===== src/design/edspi_map.svh =====
`ifndef EDSPI_MAP_SVH
`define EDSPI_MAP_SVH
// Channel count and frame sizes
`define EDSPI_CHANNELS       4
`define EDSPI_WORD_BITS      16
`define EDSPI_BYTE_BITS      8
`define EDSPI_COUNT_WIDTH    8
// Command word field positions (low nibble injectors, next gates)
`define EDSPI_INJ_LSB        0
`define EDSPI_GATE_LSB       4
`define EDSPI_MODE_LSB       8
`define EDSPI_TEN_BIT        12
// Reset values
`define EDSPI_CMD_RESET      16'h0000
`define EDSPI_NIB_RESET      4'h0
// Supply filter timing
`define EDSPI_CLK_MHZ        125
`define EDSPI_POR_FILT_NS    1000
`define EDSPI_POR_FILT_CYC   ((`EDSPI_POR_FILT_NS * `EDSPI_CLK_MHZ + 999) / 1000)
`endif


===== src/design/edspi_pkg.sv =====
package edspi_pkg;
    typedef struct packed {
        logic [3:0] injector;
        logic [3:0] gate;
    } edspi_drive_type;
    typedef struct packed {
        logic       sclk;
        logic       cs_n;
        logic       mosi;
    } edspi_link_type;
    typedef enum logic [1:0] {
        EDSPI_SLEEP,
        EDSPI_POR,
        EDSPI_NORMAL
    } edspi_power_type;
endpackage : edspi_pkg


===== src/design/edspi_output_control.sv =====
`include "edspi_map.svh"
`timescale 1ns/1ps
`default_nettype none
module edspi_output_control
    import edspi_pkg::*;
#(
    parameter int CHANNELS = `EDSPI_CHANNELS,
    parameter int POR_FILTER_CYCLES = `EDSPI_POR_FILT_CYC
)
(
    // Clock and reset
    input  wire logic                clock_in,
    input  wire logic                rst_in,
    // Serial link from host
    input  wire logic                sclk_in,
    input  wire logic                cs_n_in,
    input  wire logic                mosi_in,
    output logic                     miso_out,
    output logic                     miso_oe_out,
    // Supplies
    input  wire logic                logic_supply_ok_in,
    input  wire logic                battery_supply_ok_in,
    // Parallel control
    input  wire logic                global_output_gate_n_in,
    input  wire logic [CHANNELS-1:0] injector_parallel_in,
    input  wire logic [CHANNELS-1:0] gate_parallel_in,
    // Analog comparator results
    input  wire logic [CHANNELS-1:0] drain_feedback_in,
    input  wire logic                coil_above_nominal_in,
    input  wire logic                coil_above_max_in,
    input  wire logic [CHANNELS-1:0] driver_fault_in,
    // Current-flag pins, inputs in ten-cylinder mode, outputs otherwise
    input  wire logic                overcurrent_flag_in,
    input  wire logic                nominal_current_flag_in,
    output logic                     overcurrent_flag_out,
    output logic                     overcurrent_flag_oe_out,
    output logic                     nominal_current_flag_out,
    output logic                     nominal_current_flag_oe_out,
    // Drives and indicators
    output logic [CHANNELS-1:0]      injector_drive_out,
    output logic [CHANNELS-1:0]      gate_drive_out,
    output logic                     spark_active_n_out,
    output logic                     spark_active_n_oe_out,
    output logic [CHANNELS-1:0]      general_gate_mode_out,
    output logic                     ten_cylinder_mode_out,
    output logic [CHANNELS-1:0]      feedback_diag_enable_out,
    output logic                     awake_out
);

    // ****************************************
    // Input synchronisers
    // ****************************************
    localparam int SYNC_BITS = 12;
    logic [SYNC_BITS-1:0] sync1_reg;
    logic [SYNC_BITS-1:0] sync2_reg;
    logic [SYNC_BITS-1:0] raw_in;
    assign raw_in = {drain_feedback_in, coil_above_nominal_in,
                     coil_above_max_in, overcurrent_flag_in,
                     nominal_current_flag_in, logic_supply_ok_in,
                     sclk_in, cs_n_in, mosi_in};
    always_ff @(posedge clock_in)
    begin
        if (rst_in)
        begin
            sync1_reg <= 12'h0C2;
            sync2_reg <= 12'h0C2;
        end
        else
        begin
            sync1_reg <= raw_in;
            sync2_reg <= sync1_reg;
        end
    end
    logic [CHANNELS-1:0] fb_s;
    logic                nom_s;
    logic                max_s;
    logic                ocf_pin_s;
    logic                ncf_pin_s;
    logic                vdd_s;
    edspi_link_type      link_s;
    assign {fb_s, nom_s, max_s, ocf_pin_s, ncf_pin_s, vdd_s} =
        sync2_reg[SYNC_BITS-1:3];
    assign link_s = sync2_reg[2:0];

    // ****************************************
    // Supply state and filtered power-on reset
    // ****************************************
    edspi_power_type     power_reg;
    logic [15:0]         por_cnt_reg;
    logic                clear_state;
    always_ff @(posedge clock_in)
    begin
        if (rst_in || !vdd_s || !battery_supply_ok_in)
        begin
            power_reg   <= EDSPI_SLEEP;
            por_cnt_reg <= 16'h0000;
        end
        else
        begin
            unique case (power_reg)
                EDSPI_SLEEP:
                begin
                    power_reg   <= EDSPI_POR;
                    por_cnt_reg <= 16'h0000;
                end
                EDSPI_POR:
                begin
                    if (por_cnt_reg >= 16'(POR_FILTER_CYCLES - 1))
                        power_reg <= EDSPI_NORMAL;
                    else
                        por_cnt_reg <= por_cnt_reg + 16'h0001;
                end
                EDSPI_NORMAL:
                    power_reg <= EDSPI_NORMAL;
            endcase
        end
    end
    assign clear_state = rst_in || (power_reg != EDSPI_NORMAL);
    assign awake_out   = (power_reg == EDSPI_NORMAL);

    // ****************************************
    // Link edge detection
    // ****************************************
    edspi_link_type link_d_reg;
    always_ff @(posedge clock_in)
    begin
        if (rst_in)
            link_d_reg <= 3'b010;
        else
            link_d_reg <= link_s;
    end
    logic sclk_rise;
    logic sclk_fall;
    logic cs_fall;
    logic cs_rise;
    logic selected;
    assign selected  = !link_s.cs_n && awake_out;
    assign sclk_rise = selected && link_s.sclk && !link_d_reg.sclk;
    assign sclk_fall = selected && !link_s.sclk && link_d_reg.sclk;
    assign cs_fall   = !link_s.cs_n && link_d_reg.cs_n;
    assign cs_rise   = link_s.cs_n && !link_d_reg.cs_n;

    // ****************************************
    // Receive shift register and bit count
    // ****************************************
    logic [`EDSPI_WORD_BITS-1:0]   rx_reg;
    logic [`EDSPI_COUNT_WIDTH-1:0] bits_reg;
    always_ff @(posedge clock_in)
    begin
        if (clear_state || cs_fall)
        begin
            rx_reg   <= `EDSPI_CMD_RESET;
            bits_reg <= 8'h00;
        end
        else if (sclk_rise)
        begin
            rx_reg <= {rx_reg[`EDSPI_WORD_BITS-2:0], link_s.mosi};
            if (bits_reg != 8'hFF)
                bits_reg <= bits_reg + 8'h01;
        end
    end

    // ****************************************
    // Transmit shift register
    // ****************************************
    logic [`EDSPI_WORD_BITS-1:0] tx_reg;
    logic                        miso_reg;
    logic                        oe_reg;
    logic [`EDSPI_WORD_BITS-1:0] status_word;
    // Fault per driver: one means faulted; upper byte repeats the same fault bits
    assign status_word = {4'h0, driver_fault_in, 4'h0, driver_fault_in};
    always_ff @(posedge clock_in)
    begin
        if (clear_state)
        begin
            tx_reg   <= `EDSPI_CMD_RESET;
            miso_reg <= 1'b0;
            oe_reg   <= 1'b0;
        end
        else if (cs_fall)
        begin
            tx_reg   <= {status_word[`EDSPI_WORD_BITS-2:0], 1'b0};
            miso_reg <= status_word[`EDSPI_WORD_BITS-1];
            oe_reg   <= 1'b1;
        end
        else if (cs_rise || link_s.cs_n)
            oe_reg <= 1'b0;
        else if (sclk_fall)
        begin
            // Bit stays until next fall, so host samples on rise
            miso_reg <= tx_reg[`EDSPI_WORD_BITS-1];
            tx_reg   <= {tx_reg[`EDSPI_WORD_BITS-2:0], 1'b0};
        end
    end
    assign miso_out    = miso_reg;
    assign miso_oe_out = oe_reg;

    // ****************************************
    // Command commit
    // ****************************************
    // Longer frames of whole bytes (up to 248 bits) keep the last sixteen bits shifted in
    logic [`EDSPI_WORD_BITS-1:0] cmd_reg;
    logic                        frame_ok;
    assign frame_ok = (bits_reg >= 8'(`EDSPI_WORD_BITS)) &&
                      (bits_reg[2:0] == 3'b000);
    always_ff @(posedge clock_in)
    begin
        if (clear_state)
            cmd_reg <= `EDSPI_CMD_RESET;
        else if (cs_rise && frame_ok)
            cmd_reg <= rx_reg;
    end
    logic [CHANNELS-1:0] spi_inj;
    logic [CHANNELS-1:0] spi_gate;
    logic [CHANNELS-1:0] gp_mode;
    logic                ten_mode;
    assign spi_inj  = cmd_reg[`EDSPI_INJ_LSB +: CHANNELS];
    assign spi_gate = cmd_reg[`EDSPI_GATE_LSB +: CHANNELS];
    assign gp_mode  = cmd_reg[`EDSPI_MODE_LSB +: CHANNELS];
    assign ten_mode = cmd_reg[`EDSPI_TEN_BIT];
    assign general_gate_mode_out    = gp_mode;
    assign ten_cylinder_mode_out    = ten_mode;
    assign feedback_diag_enable_out = gp_mode;

    // ****************************************
    // Overcurrent latch-off
    // ****************************************
    logic [CHANNELS-1:0] latch_req;
    logic [CHANNELS-1:0] latched_reg;
    logic [CHANNELS-1:0] gate_req;
    logic [CHANNELS-1:0] on_req_gate;
    genvar ch;
    generate
        for (ch = 0; ch < CHANNELS; ch = ch + 1)
        begin : g_ch
            // Ten-cylinder: even channels from one pin, odd from other
            assign latch_req[ch] = ten_mode ?
                ((ch % 2 == 0) ? ocf_pin_s : ncf_pin_s) : max_s;
            assign on_req_gate[ch] = gp_mode[ch] ?
                (gate_parallel_in[ch] | spi_gate[ch]) :
                gate_parallel_in[ch];
            // Latch holds until the input request drops
            always_ff @(posedge clock_in)
            begin
                if (clear_state || !gate_parallel_in[ch])
                    latched_reg[ch] <= 1'b0;
                else if (latch_req[ch] && !gp_mode[ch])
                    latched_reg[ch] <= 1'b1;
            end
            assign gate_req[ch] = on_req_gate[ch] && !latched_reg[ch] &&
                !(latch_req[ch] && !gp_mode[ch]);
        end
    endgenerate

    // ****************************************
    // Output drives
    // ****************************************
    edspi_drive_type drive_reg;
    edspi_drive_type drive_next;
    logic            spark_n_reg;
    always_comb
    begin
        drive_next.injector = injector_parallel_in | spi_inj;
        drive_next.gate     = gate_req;
        if (global_output_gate_n_in)
            drive_next = '0;
    end
    always_ff @(posedge clock_in)
    begin
        if (clear_state)
        begin
            drive_reg   <= '0;
            spark_n_reg <= 1'b1;
        end
        else
        begin
            drive_reg   <= drive_next;
            spark_n_reg <= !(|fb_s);
        end
    end
    assign injector_drive_out    = drive_reg.injector;
    assign gate_drive_out        = drive_reg.gate;
    // Open-drain: only ever pulls low
    assign spark_active_n_out    = 1'b0;
    assign spark_active_n_oe_out = !spark_n_reg;

    // ****************************************
    // Current flag pins
    // ****************************************
    logic nom_flag_reg;
    logic max_flag_reg;
    always_ff @(posedge clock_in)
    begin
        if (clear_state)
        begin
            nom_flag_reg <= 1'b0;
            max_flag_reg <= 1'b0;
        end
        else
        begin
            nom_flag_reg <= nom_s;
            max_flag_reg <= max_s;
        end
    end
    assign nominal_current_flag_out    = nom_flag_reg;
    assign overcurrent_flag_out        = max_flag_reg;
    assign nominal_current_flag_oe_out = !ten_mode;
    assign overcurrent_flag_oe_out     = !ten_mode;

endmodule : edspi_output_control
`default_nettype wire


===== config.mk =====
export PLATFORM = sky130hd
export DESIGN_NAME = edspi_output_control
export DESIGN_NICKNAME = d
export VERILOG_FILES = /design/src/design/edspi_pkg.sv /design/src/design/edspi_output_control.sv
export VERILOG_INCLUDE_DIRS = /design/src /design/src/design
export SDC_FILE = /design/constraint.sdc
export NUM_CORES = 1
export LEC_CHECK = 0
export ABC_AREA = 1
export BUFFER_PORTS_ARGS = -buffer_cell sky130_fd_sc_hd__buf_2
export CAP_MARGIN = 15
export CORE_MARGIN = 10
export CORE_UTILIZATION = 61
export CTS_CLUSTER_DIAMETER = 120
export DETAILED_ROUTE_END_ITERATION = 6
export GPL_TIMING_DRIVEN = 0
export PLACE_DENSITY = 0.84
export SLEW_MARGIN = 10
export SYNTH_ARGS = -nofsm -noshare
export SYNTH_HDL_FRONTEND = slang
export SYNTH_SLANG_ARGS = --single-unit

===== constraint.sdc =====
create_clock -name clock_in -period 2.92 [get_ports clock_in]
set_clock_uncertainty 0.1 [all_clocks]
set_input_delay 0.146 -clock clock_in [delete_from_list [all_inputs] [get_ports clock_in]]
set_output_delay 0.146 -clock clock_in [all_outputs]
set_load 0.05 [all_outputs]

==> impl_metrics.csv <==
group,metric,value,unit
drt,drt-total-wl,8.51,mm
sta,layout_min_cycle_time,1.87,ns
synthesis,synth-seq-area-share,52.7,%
critical_path,reg2regPathDepth,9,
grt,grt_max_degree,17,
synthesis,async_flop_share,0,%
clock_network,clkLatencyLatePin,0.36,ns
floorplanning,die_area,0.0106,sq mm
worst_hold_path,hold_path_class,"primary input to register",
clock_network,tritoncts,"built",
placement,placed_cells,653,
grt,grt_first_pass_wirelength,14.3,mm
synthesis,ys_ff_latch,110,
placement,place_area,0.00453,sq mm
critical_path,worst_ep_required_time,3.11,ns
sta,slew_headroom,66.6,%
critical_path,worstPathArrival,2.06,ns
floorplanning,dieWidth,103,um
final_layout,diodes,0,
clock_network,cts_root_buf,"clkbuf_8",
synthesis,syn_area,0.00418,sq mm
final_layout,layout_common_cells,"112 x nor2_1, 110 x dfxtp_1, 62 x inv_1, 62 x nand2_1, 57 x buf_2",
final_layout,syn_to_final_growth,18.6,%
grt,grt_overflow,0,
flow_run,drv_cap,0,
sta,setup_viol,0,
sta,drv_slew,0,
drt,drcViolationCount,0,
critical_path,cp-start-kind,"register",
synthesis,postSynthAreaPerCell,8.00,sq um
floorplanning,core-area,0.00672,sq mm
floorplanning,die_h,103,um
critical_path,cp_slowest_cell,"dfxtp_1",
final_layout,final_core_util,73.7,%
sta,rsz0062_at_grt,"no",
drt,ant_nets,0,
floorplanning,ios,54,
floorplanning,rows,30,
power,p_total,0.00257,W
clock_network,clock-sinks,110,
synthesis,synth_cells,522,
final_layout,drive_gt1_share,17.9,%
clock_network,cts_max_level,3,
synthesis,ys_types,34,
drt,wl_per_cell,12.4,um
sta,max_clock_freq,535,MHz
clock_network,clkTransAtPathRegs,0.10,ns
power,leakagePower,2.06,nW
synthesis,synth_top_area_cell,"dfxtp_1",
clock_network,ctsHoldBuffers,21,
critical_path,end_kind,"register",
worst_hold_path,whs_path_depth,3,
power,p_per_area,520,mW/mm^2
clock_network,postCtsSetupBuffers,0,
clock_network,numCtsBuffers,9,
critical_path,slowest_delay,0.34,ns
final_layout,largest_register_ffs,16,
critical_path,cp_max_fo,10,
final_layout,fin_cells,688,
critical_path,worstPathCellList,"inv_1 > ha_1 > inv_1 > nor2_4 > inv_2 > nor2_2 > buf_2 > o21ai_0 > a21oi_1",
clock_network,cts_buffer_depth,2,
drt,vias,3410,
clock_network,cts_resized,0,
power,vdd_drop_max,0.372,mV
sta,finalHoldViolations,0,
final_layout,fin_nets,640,
floorplanning,start_util,62.2,%
synthesis,synth_top_area_share,52.7,%
grt,antenna_found_initial,0,
placement,io_buffers,51,
critical_path,cp_common_cell,"inv_1",
final_layout,design_area,0.00495,sq mm
drt,drt-pass1-iter-count,4,
synthesis,synth_flop_cell,"dfxtp_1",
synthesis,yosysWarningCount,0,
sta,worst_slew_pin_slew,0.502,ns
critical_path,crit_type,"register to register",
drt,drt_iter0_drc,137,
sta,finalCritPeriodShare,64.0,%
synthesis,synth_enable_flop_cells,0,
grt,grtUsageTotal,16.8,%
placement,gp_congestion,0.858,
placement,hpwl,6.14,mm
sta,fin_tns_setup,0,ns
grt,first_global_vias,3273,
synthesis,synthTopCellsByArea,"dfxtp_1 53%, nor2_1 10%, inv_1 5.6%",
synthesis,synth_nets,557,
outcome,status,"complete, no violations",
final_layout,layout_commonest_cell,"nor2_1",
drt,vias_per_cell,4.96,
[power by group]
part / internal (W) / switching (W) / total [W] / leakage (nW)
logic: 0.0000474 / 0.0000450 / 0.0000924 / 1.07
clock network: 0.000496 / 0.000464 / 0.000960 / 0.104
registers: 0.00152 / 0.00000535 / 0.00152 / 0.891
[critical path: cells and delay by family, from the launching register on]
| family | cells | cell delay, ns |
|---|---|---|
| flip-flops | 1 | 0.34 |
| AO/OA/AOI/OAI | 2 | 0.26 |
| AND/OR/NAND/NOR | 2 | 0.36 |
| buffers and inverters | 4 | 0.54 |
| adder cells (fa/ha/maj) | 1 | 0.19 |
[synth_stat cells (all sizes together) (3+ instances only)]
cell and number:
nor2 116, dfxtp 110, nand2 67, inv 65
o21ai 40, a21oi 37, buf 20, nand3 16
nor3 8, or2 8, ha 7, clkbuf 5
nand4 4, nor4 4, xor2 4, a211oi 3
nor3b 3
[cell type report]
cell class	instances	area [sq um]
buffer	25	146
timing repair buffer	72	465
fill	499	1770
inverter	65	244
clock inverter	4	72.6
clock buffer	10	138
tap	80	100
sequential	110	2200
multi-input combinational	322	1580
[logic make-up (layout without fill, tap and decap cells)]
kind of cell / after synthesis / in the layout / share of synthesized area [%]
and+or+nand+nor: 226 / 226 / 24.4
DFF: 110 / 110 / 52.7
buffers and inverters: 90 / 176 / 9.35
AOI/OAI and AO/OA: 83 / 83 / 10.3
adders and majority gates: 7 / 7 / 2.10
xor gates and xnor gates: 5 / 5 / 1.05
other: 1 / 1 / 0.0898
[worst paths after layout]
kind                 from       endpoint  slack, ns
max          power_reg[0]     rx_reg[11]       1.05
min                rst_in  link_d_reg[1]       0.03
max reg2reg  power_reg[0]     rx_reg[11]       1.05
min reg2reg  sync1_reg[8]   sync2_reg[8]       0.30
[per-layer routing]
layer  wire [um]  global-route usage (%)  vias to the layer above  share of wire (%)
met5           0                       0                        -                  0
met4         191                    7.91                        0                2.2
met3         489                    4.02                       15                5.7
met2        4040                    28.8                       76                 47
met1        3790                    19.3                     1517                 45
li1            -                       -                     1802                  -
[stage by stage]
stage,hold slack [ns],setup slack [ns]
2_1_floorplan,0.150,0.967
3_3_place_gp,0.230,1.15
3_5_place_dp,0.230,1.05
4_1_cts,0.0252,1.02
5_1_grt,0.0386,0.825
6_report,0.0322,1.05
Note: power is estimated with default switching activity, not from simulation.
